===== src/dcs_pkg.sv =====
// Constants shared by the option-strap decode block
package dcs_pkg;

    // ----------
    // Host option switch pack bit positions (switch n sits at bit n-1)
    // ----------
    localparam int HOST_HOLD_BIT     = 0;
    localparam int HOST_STALL_BIT    = 2;
    localparam int HOST_DEC_SEL_BIT  = 3;
    localparam int HOST_BASE_LSB     = 4;
    localparam int HOST_WIDTH        = 8;

    // ----------
    // Drive configuration and feature switch pack bit positions
    // ----------
    localparam int CFG_CODE_LSB      = 0;
    localparam int CFG_CODE_WIDTH    = 6;
    localparam int CFG_EIGHT_BIT     = 6;
    localparam int CFG_WIDTH         = 10;
    localparam int FEAT_BOARD_BIT    = 0;
    localparam int FEAT_ILEAVE_BIT   = 2;
    localparam int FEAT_SWAP_BIT     = 3;
    localparam int FEAT_REPL_BIT     = 4;
    localparam int FEAT_CABLE_A_BIT  = 7;
    localparam int FEAT_SPMAP_BIT    = 8;
    localparam int FEAT_WIDTH        = 10;
    localparam int VEC_WIDTH         = 8;

    // ----------
    // Host base addresses of the primary decode table (18-bit octal)
    // ----------
    localparam logic [17:0] PRI_BASE_0 = 18'o776700;
    localparam logic [17:0] PRI_BASE_1 = 18'o776300;
    localparam logic [17:0] PRI_BASE_2 = 18'o776600;
    localparam logic [17:0] PRI_BASE_3 = 18'o776400;
    localparam int          BASE_WIN_LSB = 6;    // 64-byte register window

    // ----------
    // Drive geometry table entries
    // ----------
    localparam logic [5:0]  CODE_NSTD_PAIR = 6'h0a;
    localparam logic [5:0]  CODE_EXP_A     = 6'h03;
    localparam logic [5:0]  CODE_EXP_B     = 6'h04;
    localparam logic [10:0] NSTD_CYL       = 11'd815;
    localparam logic [5:0]  NSTD_TRK       = 6'd19;
    localparam logic [6:0]  NSTD_SEC       = 7'd32;
    localparam logic [10:0] EXP_CYL        = 11'd842;
    localparam logic [5:0]  EXP_TRK        = 6'd20;
    localparam logic [6:0]  EXP_SEC        = 7'd44;

    // ----------
    // Register port map and reset values
    // ----------
    localparam logic [7:0]  REG_CTRL   = 8'h00;
    localparam logic [7:0]  REG_OPTS   = 8'h04;
    localparam logic [7:0]  REG_BASE   = 8'h08;
    localparam logic [7:0]  REG_VECT   = 8'h0c;
    localparam logic [7:0]  REG_GEOM   = 8'h10;
    localparam int          CTRL_RELATCH_BIT = 0;
    localparam logic [31:0] RD_ZERO    = 32'h0000_0000;

    // Settle countdown start; synchronised switches are taken on the fifth clock after reset release
    localparam logic [1:0]  SETTLE_CYCLES = 2'h3;

    // Capture sequencer states
    typedef enum logic [2:0] {
        DCS_ST_FROZEN = 3'b001,
        DCS_ST_SETTLE = 3'b010,
        DCS_ST_RUN    = 3'b100
    } dcs_state_t;

endpackage : dcs_pkg


===== src/dcs_sync.sv =====
// Two-flop synchroniser for a bundle of static switch levels
`timescale 1ns/1ps
module dcs_sync #(
    parameter int WIDTH = 8
) (
    input  wire logic             i_clk,
    input  wire logic             i_rst_b,
    input  wire logic [WIDTH-1:0] i_async,
    output logic      [WIDTH-1:0] o_sync
);
    logic [WIDTH-1:0] meta_q;

    // First stage feeds only the second stage
    always_ff @(posedge i_clk or negedge i_rst_b) begin
        if (!i_rst_b) begin
            meta_q <= '0;
            o_sync <= '0;
        end else begin
            meta_q <= i_async;
            o_sync <= meta_q;
        end
    end
endmodule : dcs_sync


===== src/dcs_geom.sv =====
// Drive configuration code to emulated geometry lookup
`timescale 1ns/1ps
module dcs_geom (
    input  wire logic [5:0]  i_code,
    input  wire logic        i_eight,
    output logic      [10:0] o_cyl,
    output logic      [5:0]  o_trk,
    output logic      [6:0]  o_sec,
    output logic             o_rp_emul
);
    // Known table entries; others report zero geometry
    always_comb begin
        o_cyl     = '0;
        o_trk     = '0;
        o_sec     = '0;
        o_rp_emul = 1'b0;
        if (i_code == dcs_pkg::CODE_NSTD_PAIR) begin
            // RQ17 nonstandard pair geometry
            o_cyl = dcs_pkg::NSTD_CYL;
            o_trk = dcs_pkg::NSTD_TRK;
            o_sec = dcs_pkg::NSTD_SEC;
        end else if (i_code == dcs_pkg::CODE_EXP_A ||
                     (i_code == dcs_pkg::CODE_EXP_B && !i_eight)) begin
            // RQ18 expanded RP-family geometry
            o_cyl     = dcs_pkg::EXP_CYL;
            o_trk     = dcs_pkg::EXP_TRK;
            o_sec     = dcs_pkg::EXP_SEC;
            o_rp_emul = 1'b1;
        end
    end
endmodule : dcs_geom


===== src/dcs_strap_decode.sv =====
// Option-strap decode for the multi-port disk controller
//
// What this block does
// RQ1 - Hold switch on freezes controller in reset; no CPU access answered.
// RQ2 - Stall enabled: PIO during DMA raises a non-processor bus request.
// RQ3 - Installer keeps the stall circuit enabled except for odd hardware.
// RQ4 - Six-bit code picks drive configuration; another switch picks 4 or 8 drives.
// RQ5 - Board switch on means eight-port board, off means four-port board.
// RQ6 - A switch enables two-to-one hardware sector interleave.
// RQ7 - Swap option exchanges logical units 0-3 with units 4-7.
// RQ8 - Replacement track mode switch; acts only for RP-family emulation.
// RQ9 - Cable switch on takes index and sector from A cable, else B cables.
// RQ10 - Special alternative mapping switch for RP-family emulation.
// RQ11 - Decode-select open uses primary table, closed uses alternate table.
// RQ12 - Four base switches each select one of four base addresses.
// RQ13 - Installer closes exactly one base switch, else several ranges answer.
// RQ14 - Vector switches give vector bits 1-8, switch n to bit n, bit 0 zero.
// RQ15 - Closed switch yields one in its vector bit, open yields zero.
// RQ16 - Standard vector: bit 8 off, bit 7 on, bit 6 off.
// RQ17 - Pair 0A/0AA presents 815 cylinders, 19 tracks, 32 sectors.
// RQ18 - Expanded RP configurations present 842 cylinders, 20 tracks, 44 sectors.
// RQ19 - Replacement mode, good CRC, nonzero word 4: take cylinder and track.
// RQ20 - Switches are static, synchronised, and latched after reset release.
`timescale 1ns/1ps
module dcs_strap_decode #(
    parameter logic [17:0] ALT_BASE_0 = 18'o770000,   // Alternate table, arbitrary
    parameter logic [17:0] ALT_BASE_1 = 18'o770100,
    parameter logic [17:0] ALT_BASE_2 = 18'o770200,
    parameter logic [17:0] ALT_BASE_3 = 18'o770300
) (
    input  wire logic        i_clk,
    input  wire logic        i_rst_b,
    // Switch packs
    input  wire logic [7:0]  i_host_option_switch_pack,
    input  wire logic [7:0]  i_vector_switch_pack,
    input  wire logic [9:0]  i_drive_config_switch_pack,
    input  wire logic [9:0]  i_feature_switch_pack,
    // Host bus side
    input  wire logic [17:0] i_host_addr,
    input  wire logic        i_pio_req,
    input  wire logic        i_dma_busy,
    input  wire logic [2:0]  i_log_unit,
    // Header words from the drive side
    input  wire logic        i_hdr_valid,
    input  wire logic        i_hdr_crc_ok,
    input  wire logic [15:0] i_hdr_w3,
    input  wire logic [15:0] i_hdr_w4,
    // Register port
    input  wire logic [7:0]  i_reg_addr,
    input  wire logic [31:0] i_reg_wdata,
    input  wire logic        i_reg_wr,
    input  wire logic        i_reg_rd,
    output logic      [31:0] o_reg_rdata,
    // Decoded settings
    output logic             o_ctrl_run,
    output logic             o_npr_req,
    output logic             o_addr_match,
    output logic [3:0]       o_base_hit,
    output logic [8:0]       o_vector,
    output logic [5:0]       o_cfg_code,
    output logic             o_eight_drive,
    output logic             o_eight_port,
    output logic             o_interleave,
    output logic             o_cable_a,
    output logic             o_repl_mode,
    output logic             o_special_map,
    output logic [2:0]       o_phys_unit,
    output logic [10:0]      o_geom_cyl,
    output logic [5:0]       o_geom_trk,
    output logic [6:0]       o_geom_sec,
    output logic             o_repl_valid,
    output logic [15:0]      o_repl_cyl,
    output logic [7:0]       o_repl_trk,
    output logic             o_repl_steer
);

    // ----------
    // Switch synchronisers
    // ----------
    logic [7:0]  host_s;
    logic [7:0]  vec_s;
    logic [9:0]  cfg_s;
    logic [9:0]  feat_s;

    // RQ20 synchronise switches
    dcs_sync #(.WIDTH(dcs_pkg::HOST_WIDTH)) u_sync_host (
        .i_clk   (i_clk),
        .i_rst_b (i_rst_b),
        .i_async (i_host_option_switch_pack),
        .o_sync  (host_s)
    );
    dcs_sync #(.WIDTH(dcs_pkg::VEC_WIDTH)) u_sync_vec (
        .i_clk   (i_clk),
        .i_rst_b (i_rst_b),
        .i_async (i_vector_switch_pack),
        .o_sync  (vec_s)
    );
    dcs_sync #(.WIDTH(dcs_pkg::CFG_WIDTH)) u_sync_cfg (
        .i_clk   (i_clk),
        .i_rst_b (i_rst_b),
        .i_async (i_drive_config_switch_pack),
        .o_sync  (cfg_s)
    );
    dcs_sync #(.WIDTH(dcs_pkg::FEAT_WIDTH)) u_sync_feat (
        .i_clk   (i_clk),
        .i_rst_b (i_rst_b),
        .i_async (i_feature_switch_pack),
        .o_sync  (feat_s)
    );

    // ----------
    // Freeze and capture sequencer
    // ----------
    dcs_pkg::dcs_state_t state_q;
    logic [1:0]          settle_q;
    logic                relatch_q;
    logic                hold;
    logic                capture;
    logic                run;

    assign hold    = host_s[dcs_pkg::HOST_HOLD_BIT];
    assign run     = (state_q == dcs_pkg::DCS_ST_RUN);
    assign capture = (state_q == dcs_pkg::DCS_ST_SETTLE && settle_q == '0) ||
                     (run && relatch_q);

    // RQ1 hold switch freezes the controller
    always_ff @(posedge i_clk or negedge i_rst_b) begin
        if (!i_rst_b) begin
            state_q  <= dcs_pkg::DCS_ST_FROZEN;
            settle_q <= dcs_pkg::SETTLE_CYCLES;
        end else if (hold) begin
            state_q  <= dcs_pkg::DCS_ST_FROZEN;
            settle_q <= dcs_pkg::SETTLE_CYCLES;
        end else begin
            case (state_q)
                dcs_pkg::DCS_ST_FROZEN: begin
                    state_q <= dcs_pkg::DCS_ST_SETTLE;
                end
                dcs_pkg::DCS_ST_SETTLE: begin
                    settle_q <= settle_q - 2'h1;
                    if (settle_q == '0) begin
                        state_q <= dcs_pkg::DCS_ST_RUN;
                    end
                end
                dcs_pkg::DCS_ST_RUN: begin
                    state_q <= dcs_pkg::DCS_ST_RUN;
                end
                default: begin
                    state_q <= dcs_pkg::DCS_ST_FROZEN;
                end
            endcase
        end
    end

    // Run indication to the rest of the controller
    always_ff @(posedge i_clk or negedge i_rst_b) begin
        if (!i_rst_b) begin
            o_ctrl_run <= 1'b0;
        end else begin
            o_ctrl_run <= run && !hold;
        end
    end

    // ----------
    // Latched option settings
    // ----------
    logic        stall_en_q;
    logic        alt_sel_q;
    logic        rp_emul_q;
    logic        swap_q;
    logic        repl_sw_q;
    logic        spmap_sw_q;
    logic [10:0] g_cyl;
    logic [5:0]  g_trk;
    logic [6:0]  g_sec;
    logic        g_rp;

    // RQ4 configuration lookup
    dcs_geom u_geom (
        .i_code    (cfg_s[dcs_pkg::CFG_CODE_LSB +: dcs_pkg::CFG_CODE_WIDTH]),
        .i_eight   (cfg_s[dcs_pkg::CFG_EIGHT_BIT]),
        .o_cyl     (g_cyl),
        .o_trk     (g_trk),
        .o_sec     (g_sec),
        .o_rp_emul (g_rp)
    );

    // RQ20 latch decoded settings once settled
    always_ff @(posedge i_clk or negedge i_rst_b) begin
        if (!i_rst_b) begin
            stall_en_q    <= 1'b0;
            alt_sel_q     <= 1'b0;
            o_base_hit    <= '0;
            o_vector      <= '0;
            o_cfg_code    <= '0;
            o_eight_drive <= 1'b0;
            o_geom_cyl    <= '0;
            o_geom_trk    <= '0;
            o_geom_sec    <= '0;
            rp_emul_q     <= 1'b0;
        end else if (capture) begin
            stall_en_q    <= host_s[dcs_pkg::HOST_STALL_BIT];
            // RQ11 decode table select
            alt_sel_q     <= host_s[dcs_pkg::HOST_DEC_SEL_BIT];
            // RQ12 base range switches, several may be closed
            o_base_hit    <= host_s[dcs_pkg::HOST_BASE_LSB +: 4];
            // RQ14 RQ15 RQ16 switch n drives vector bit n
            o_vector      <= {vec_s, 1'b0};
            o_cfg_code    <= cfg_s[dcs_pkg::CFG_CODE_LSB +: dcs_pkg::CFG_CODE_WIDTH];
            // RQ4 four or eight drive mode
            o_eight_drive <= cfg_s[dcs_pkg::CFG_EIGHT_BIT];
            o_geom_cyl    <= g_cyl;
            o_geom_trk    <= g_trk;
            o_geom_sec    <= g_sec;
            rp_emul_q     <= g_rp;
        end
    end

    // Feature switches latched with the same capture
    always_ff @(posedge i_clk or negedge i_rst_b) begin
        if (!i_rst_b) begin
            o_eight_port  <= 1'b0;
            o_interleave  <= 1'b0;
            o_cable_a     <= 1'b0;
            swap_q        <= 1'b0;
            repl_sw_q     <= 1'b0;
            spmap_sw_q    <= 1'b0;
        end else if (capture) begin
            // RQ5 board type
            o_eight_port  <= feat_s[dcs_pkg::FEAT_BOARD_BIT];
            // RQ6 sector interleave
            o_interleave  <= feat_s[dcs_pkg::FEAT_ILEAVE_BIT];
            // RQ9 index and sector cable select
            o_cable_a     <= feat_s[dcs_pkg::FEAT_CABLE_A_BIT];
            swap_q        <= feat_s[dcs_pkg::FEAT_SWAP_BIT];
            repl_sw_q     <= feat_s[dcs_pkg::FEAT_REPL_BIT];
            spmap_sw_q    <= feat_s[dcs_pkg::FEAT_SPMAP_BIT];
        end
    end

    // RQ8 RQ10 RP-only modes gated by emulation type
    always_ff @(posedge i_clk or negedge i_rst_b) begin
        if (!i_rst_b) begin
            o_repl_mode   <= 1'b0;
            o_special_map <= 1'b0;
        end else begin
            o_repl_mode   <= repl_sw_q && rp_emul_q;
            o_special_map <= spmap_sw_q && rp_emul_q;
        end
    end

    // ----------
    // Host-side live decode
    // ----------
    logic [17:0] base_tab [4];
    logic        any_hit;

    // RQ11 primary or alternate table
    assign base_tab[0] = alt_sel_q ? ALT_BASE_0 : dcs_pkg::PRI_BASE_0;
    assign base_tab[1] = alt_sel_q ? ALT_BASE_1 : dcs_pkg::PRI_BASE_1;
    assign base_tab[2] = alt_sel_q ? ALT_BASE_2 : dcs_pkg::PRI_BASE_2;
    assign base_tab[3] = alt_sel_q ? ALT_BASE_3 : dcs_pkg::PRI_BASE_3;

    // RQ13 every closed base switch answers its range
    always_comb begin
        any_hit = 1'b0;
        for (int i = 0; i < 4; i++) begin
            if (o_base_hit[i] &&
                i_host_addr[17:dcs_pkg::BASE_WIN_LSB] ==
                base_tab[i][17:dcs_pkg::BASE_WIN_LSB]) begin
                any_hit = 1'b1;
            end
        end
    end

    // RQ1 no response while frozen; RQ2 stall CPU during DMA
    always_ff @(posedge i_clk or negedge i_rst_b) begin
        if (!i_rst_b) begin
            o_addr_match <= 1'b0;
            o_npr_req    <= 1'b0;
        end else begin
            o_addr_match <= run && any_hit;
            o_npr_req    <= run && stall_en_q && i_pio_req && i_dma_busy;
        end
    end

    // RQ7 swap logical unit halves
    always_ff @(posedge i_clk or negedge i_rst_b) begin
        if (!i_rst_b) begin
            o_phys_unit <= '0;
        end else begin
            o_phys_unit <= {i_log_unit[2] ^ swap_q, i_log_unit[1:0]};
        end
    end

    // ----------
    // Replacement track header capture
    // ----------
    // RQ19 take replacement address from header words 3 and 4
    always_ff @(posedge i_clk or negedge i_rst_b) begin
        if (!i_rst_b) begin
            o_repl_valid <= 1'b0;
            o_repl_cyl   <= '0;
            o_repl_trk   <= '0;
            o_repl_steer <= 1'b0;
        end else begin
            o_repl_valid <= 1'b0;
            if (run && o_repl_mode && i_hdr_valid && i_hdr_crc_ok &&
                i_hdr_w4 != 16'h0000) begin
                o_repl_valid <= 1'b1;
                o_repl_cyl   <= i_hdr_w3;
                o_repl_trk   <= i_hdr_w4[7:0];
                o_repl_steer <= i_hdr_w4[8];
            end
        end
    end

    // ----------
    // Register port
    // ----------
    // Relatch request: one-cycle pulse from a control write
    always_ff @(posedge i_clk or negedge i_rst_b) begin
        if (!i_rst_b) begin
            relatch_q <= 1'b0;
        end else begin
            relatch_q <= run && i_reg_wr && i_reg_addr == dcs_pkg::REG_CTRL &&
                         i_reg_wdata[dcs_pkg::CTRL_RELATCH_BIT];
        end
    end

    // RQ1 reads answer zero while frozen
    always_ff @(posedge i_clk or negedge i_rst_b) begin
        if (!i_rst_b) begin
            o_reg_rdata <= dcs_pkg::RD_ZERO;
        end else if (i_reg_rd && run) begin
            case (i_reg_addr)
                dcs_pkg::REG_OPTS: o_reg_rdata <= {16'h0000, o_cfg_code,
                    o_eight_drive, o_eight_port, o_interleave, swap_q,
                    o_repl_mode, o_cable_a, o_special_map, stall_en_q,
                    alt_sel_q, rp_emul_q};
                dcs_pkg::REG_BASE: o_reg_rdata <= {24'h00_0000, 3'h0, alt_sel_q,
                    o_base_hit};
                dcs_pkg::REG_VECT: o_reg_rdata <= {23'h00_0000, o_vector};
                dcs_pkg::REG_GEOM: o_reg_rdata <= {8'h00, o_geom_cyl, o_geom_trk,
                    o_geom_sec};
                default:           o_reg_rdata <= dcs_pkg::RD_ZERO;
            endcase
        end else begin
            o_reg_rdata <= dcs_pkg::RD_ZERO;
        end
    end

endmodule : dcs_strap_decode


===== config.mk =====
export PLATFORM = sky130hd
export DESIGN_NAME = dcs_strap_decode
export DESIGN_NICKNAME = d
export VERILOG_FILES = /design/src/dcs_pkg.sv /design/src/dcs_sync.sv /design/src/dcs_geom.sv /design/src/dcs_strap_decode.sv
export SDC_FILE = /design/constraint.sdc
export NUM_CORES = 1
export LEC_CHECK = 0
export ABC_CLOCK_PERIOD_IN_PS = 2050
export BUFFER_PORTS_ARGS = -buffer_cell sky130_fd_sc_hd__buf_4
export CAP_MARGIN = 5
export CORE_MARGIN = 4
export CORE_UTILIZATION = 45
export CTS_CLUSTER_DIAMETER = 30
export DETAILED_ROUTE_END_ITERATION = 7
export MAX_ROUTING_LAYER = met4
export PLACE_DENSITY = 0.78
export SYNTH_ARGS = -nofsm -noshare
export SYNTH_HDL_FRONTEND = slang
export SYNTH_SLANG_ARGS = --single-unit

===== constraint.sdc =====
create_clock -name i_clk -period 2.05 [get_ports i_clk]
set_input_delay 0.41 -clock i_clk [delete_from_list [all_inputs] [get_ports i_clk]]
set_output_delay 0.41 -clock i_clk [all_outputs]
set_load 0.03 [all_outputs]

---- Yosys cells after proc, flatten, opt, wreduce, memory -nomap -nowiden ----
Index checks and enable logic that the tools add are counted.
W data, S select, Z words.
storage, ports and cells
  register bits after elaboration ......... 188
  bits in latches ......................... 0
  memory bits (writable) .................. 0
  memory bits (read-only) ................. 0
  input port bits ......................... 137
  output and inout port bits .............. 113
  logic and storage cells ................. 109
  memories kept ........................... 0
operators by class
  add/sub/neg operators ................... 1
  multiply operators ...................... 0
  divide/modulo/power cells ............... 0
  $lt $le $gt $ge ......................... 0
  equality and inequality tests ........... 15
  shift operators ......................... 0
  muxes and demuxes ....................... 24
  bitwise operators ....................... 1
  reduce and logical (&&, ||, !) cells .... 30
operators with widths
  kind                  count
  $pmux W24 S4          1
  $eq A12 B12 Y1        4
  $mux W12              4
  $mux W32              1
  $logic_and A1 B1 Y1   22
  $eq A8 B4 Y1 const B  2
  $reduce_bool A16 Y1   1
  $mux W6               2
  $mux W11              1
  $mux W10              1
  $pmux W3 S3           1
  $eq A8 B3 Y1 const B  1
  $eq A8 B5 Y1 const B  1
  $logic_not A8 Y1      1
  $mux W1               7
  $mux W7               1
  $eq A6 B2 Y1 const B  1
  $eq A6 B3 Y1 const B  1
  $eq A6 B4 Y1 const B  1
  $mux W3               2
  $mux W5               1
  $mux W2               2
  $eq A3 B1 Y1 const B  1
  $eq A3 B2 Y1 const B  1
  8 further kinds       10

---- Logic depth before layout (Yosys ltp) ----
  depth after elaboration ................. 8
  depth in mapped cells ................... 7
  gate-level depth less buffers ........... 6

---- By module ----
A second synthesis with hierarchy kept.
second synthesis, totals
  cells, all modules ...................... 444
  area, all modules ....................... 6820.3 um^2
by module, submodules not included
  module                       instances  cells each  area an instance (um^2)  seq. area each (um^2)
  dcs_strap_decode             1          338         4783.3                   2906.5
  dcs_sync at u_sync_cfg ...   2          20          500.5                    500.5
  dcs_sync at u_sync_host ...  2          16          400.4                    400.4
  dcs_geom                     1          34          235.2                    0.0

---- Worst setup path after synthesis ----
Ideal clock, no wire load.
  path type ............................... input port to flip-flop
  start ................................... input i_reg_addr[5]
  end ..................................... register o_reg_rdata[11]
  setup time .............................. 0.079 ns
  arrival ................................. 1.516 ns
  data required time ...................... 1.971 ns
  path slack .............................. 0.455 ns
  cell stages on the path ................. 4
  buffers on the path ..................... 0
  path through ............................ or4_4 -> nor4_4 -> nand2_1 -> a21oi_1
on the way
  word-level cells in the longest chain between the ends .. 3
  elaborated cells on any way between the ends .. 6
  classes of those cells .................. eq/ne: 4; mux: 2
RTL lines
  item                                        RTL line                 text
  from (decl)                                 dcs_strap_decode.sv:49   input wire logic [7:0] i_reg_addr,
  $eq A8 B5 Y1, or another cell as far along  dcs_strap_decode.sv:336  case (i_reg_addr)
  $pmux W24 S4 (*)                            dcs_strap_decode.sv:336
  $mux W32 (*)                                dcs_strap_decode.sv:335  end else if (i_reg_rd && run) begin
  to (signal assigned)                        dcs_strap_decode.sv:334  o_reg_rdata <= dcs_pkg::RD_ZERO;
  to (signal assigned)                        dcs_strap_decode.sv:337  dcs_pkg::REG_OPTS: o_reg_rdata <= {16'h0000, o_cfg_code,
  to (signal assigned)                        dcs_strap_decode.sv:341  dcs_pkg::REG_BASE: o_reg_rdata <= {24'h00_0000, 3'h0, alt_sel_q,
  to (decl)                                   dcs_strap_decode.sv:53   output logic [31:0] o_reg_rdata,
Mark *: on every way between the ends. The rest lies on a longest branch, timed or not.
A chain may end at the register's enable or synchronous reset.

---- Worst setup path after layout ----
  start ................................... register settle_q[0]
  end ..................................... register repl_sw_q
on the way
  word-level cells in the longest chain between the ends .. 3
RTL lines
  item                    RTL line                 text
  from (decl)             dcs_strap_decode.sv:115  logic [1:0] settle_q;
  from (signal assigned)  dcs_strap_decode.sv:130  settle_q <= dcs_pkg::SETTLE_CYCLES;
  from (signal assigned)  dcs_strap_decode.sv:133  settle_q <= dcs_pkg::SETTLE_CYCLES;
  from (signal assigned)  dcs_strap_decode.sv:140  settle_q <= settle_q - 2'h1;
  $logic_not A2 Y1        dcs_strap_decode.sv:123  assign capture = (state_q == dcs_pkg::DCS_ST_SETTLE && settle_q == '0) ||
  $logic_and A1 B1 Y1     dcs_strap_decode.sv:123
  $logic_or A1 B1 Y1      dcs_strap_decode.sv:123
  to (signal assigned)    dcs_strap_decode.sv:236  repl_sw_q <= feat_s[dcs_pkg::FEAT_REPL_BIT];
  to (decl)               dcs_strap_decode.sv:171  logic repl_sw_q;
No other way between the ends.

==> summary.md <==
| Metric | Value |
|---|---|
| Post-synth top flop | dfrtp_1 |
| Die span in x | 117 um |
| Core area | 11600 um2 |
| Final #Nets | 688 |
| RSZ-0062 raised after global routing | no |
| Setup violators final | 0 |
| Total CTS buffers | 17 |
| Die footprint | 13800 um2 |
| Post-synth top cells | 142 x dfrtp_1, 59 x mux2_2, 36 x buf_4 |
| Clk_lat worst skew | 0.41 ns |
| Post-Synthesis Mean Instance Area | 14.8 um2 |
| Layout area overhead | 37.1% |
| GR Overflow Total | 0 |
| CTS tree | built |
| Vias/cell | 4.89 |
| Vias | 3447 |
| DRC viols | 0 |
| DR iter-0 viols | 128 |
| Worst-case vdd ir drop | 0.601 mV |
| Share of the synthesized area in the top cell type | 66.0% |
| Initial core utilization | 46.6% |
| Seq/Total Area, Yosys | 67.4% |
| Post-DRT Antenna Nets | 0 |
| EDFF count, synth | 0 |
| Status | finished clean |
| CP required | 2.34 ns |
| Buffers on Ports | 183 |
| Util after Layout | 63.9% |
| Max cap viols | 0 |
| Max Buffers Root-to-Sink | 2 |
| Final clock skew | 0.00605 ns |
| Fin Setup TNS | 0 ns |
| Final period utilization | 82.4% |
| Yosys reg bits | 145 |
| # rows | 39 |
| Place WS | 0.0797 ns |
| Final worst slack | 0.362 ns |
| Routed wire per std cell | 17.5 um |
| Vias in the first global route | 3718 |
| R2R cell count | 6 |
| Diodes inserted | 0 |
| Setup crit end kind | flop |
| PD cells | 910 nW/um2 |
| CP Data Arrival Time | 1.98 ns |
| RR Startpoint | settle_q[0] |
| Post-cts gate resize count | 0 |
| Largest cells by area after synthesis | dfrtp_1 66%, mux2_2 12%, buf_4 5.0% |
| Final Max Slew Viols | 0 |
| Largest net degree at the start of global routing | 51 |
| Worst-path clk slew | 0.06 ns |
| First-pass DRT Iterations | 6 |
| Tot GR Track Use | 19.0% |
| Post-DP HPWL | 9160 um |
| Critical path launch point type | flop |
| Fin crit period | 1.69 ns |
| Synth warn | 0 |
| GP Congestion | 0.906 |
| Hold crit path type | input port to flop |
| Die H | 117 um |
| Yosys cell types | 53 |
| CTS Sinks | 145 |
| FF-to-FF setup slack | 0.36 ns |
| FMAX | 592 MHz |
| Initial antenna violation count | 0 |
| Share of cells above drive strength 1 | 52.3% |
| WS Path Type | flop to flop |
| CP Max Fanout | 31 |
| First-pass GRT wire length | 19600 um |
| Static Leak | 0.00377 uW |
| Post-Syn Instances | 365 |
| Ys async rst share | 100% |
| Worst hold path startpoint | i_drive_config_switch_pack[2] |
| Count leader, synth | dfrtp_1 |
| I/O pins | 250 |
| Reg2Reg Capture Point | repl_sw_q |
| Hold depth | 1 |
| DRT Wirelength | 12300 um |
| H-tree Lvls | 4 |
| Final hold viol count | 0 |
| Mapped cell area | 5390 um2 |
| Worst hold endpoint | u_sync_cfg.meta_q[2] |
| Post-synth top area cell | dfrtp_1 |
| CTS root buf | clkbuf_16 |
## per-layer routing
layer  vias up  track usage, %  wire [um]
met5         -               -          0
met4         0            8.43        330
met3        23            5.05        586
met2       113            31.8       6690
met1      1737            21.5       4730
li1       1574               -          -
## layout by cell type, fill, tap and decap left out, types with 3 or more instances in the layout
master and n:
a21oi_1 14, and2_1 3, and3_1 3, buf_12 3, buf_4 185, bufinv_16 3, clkbuf_16 17, clkinv_2 5
conb_1 21, dfrtp_1 142, dfstp_2 3, inv_1 8, mux2_2 59, mux2i_1 3, nand2_1 12, nand3_1 4
nand3b_1 3, nand4_1 4, nor2_1 10, nor2b_1 3, nor3_1 3, nor4_1 4, nor4b_1 3, xnor2_1 3
## metrics by stage
stage | cells | hold WS, ns | total power, uW | cell area, um2
6_report | 705 | 0.100 | 6720 | 7390
3_3_place_gp | 673 | 0.334 | 3710 | 6790
2_1_floorplan | 385 | 0.114 | 3440 | 5460
3_5_place_dp | 673 | 0.335 | 3740 | 6790
4_1_cts | 705 | 0.0783 | 6790 | 7390
5_1_grt | 705 | 0.0739 | 6990 | 7390
## how the worst max path moves through the flow
stage / startpoint / endpoint / slack, ns / cells past startpoint
2_1_floorplan: i_reg_addr[5] / o_reg_rdata[11] / 0.46 / 4
3_3_place_gp: i_hdr_w4[1] / o_repl_cyl[0] / 0.17 / 5
3_5_place_dp: i_hdr_w4[1] / o_repl_cyl[8] / 0.08 / 5
4_1_cts: settle_q[0] / repl_sw_q / 0.35 / 6
5_1_grt: state_q[2] / o_repl_cyl[8] / 0.29 / 3
6_report: settle_q[0] / repl_sw_q / 0.36 / 6
## layout make-up
type,instances,area [um2]
clock inverter,11,139
multi-input combinational,188,1490
inverter,8,30.0
fill,889,4180
clock buffer,20,447
tap,143,179
timing repair buffer,190,1470
sequential,145,3630
## registers in the layout (all words and copies together), names as in the netlist, 4 cells and up
signal              cells
u_sync_feat.meta_q      6
u_sync_host.o_sync      7
u_sync_cfg.meta_q       7
u_sync_cfg.o_sync       7
u_sync_vec.o_sync       8
u_sync_host.meta_q      7
o_cfg_code              6
o_repl_cyl             16
o_repl_trk              8
u_sync_feat.o_sync      6
o_base_hit              4
o_reg_rdata            19
u_sync_vec.meta_q       8
o_vector                8
## timing repair
item,CTS,global route
hold buffers,1,0
endpoints found under the hold margin,47,0
setup buffers,0,0
## critical path: stages, from the launching register on
cell      delay [ns]
dfstp_2         0.36
inv_1           0.08
ha_1            0.19
nand3b_1        0.15
a21oi_4         0.18
buf_12          0.21
mux2_2          0.37
## logic make-up (layout without fill, tap and decap cells)
| logic type | count (synthesis) | count (layout) | share of synthesized area (%) |
|---|---|---|---|
| AO/OA/AOI/OAI | 28 | 28 | 3.23 |
| XOR/XNOR | 4 | 4 | 0.651 |
| adder cells (fa/ha/maj) | 1 | 1 | 0.232 |
| buffers and inverters | 52 | 229 | 6.53 |
| flip-flops | 145 | 145 | 67.4 |
| multiplexers | 62 | 62 | 12.9 |
| other | 1 | 21 | 0.0696 |
| AND/OR/NAND/NOR | 72 | 72 | 8.97 |
## report_power, final
group	leakage, uW	switching [uW]	internal [uW]	total [uW]
Combinational	0.00161	337	266	603
Clock	0.000285	1110	1930	3030
Sequential	0.00187	93.6	2990	3080
Total	0.00377	1540	5180	6720
(Power assumes the default switching activity.)
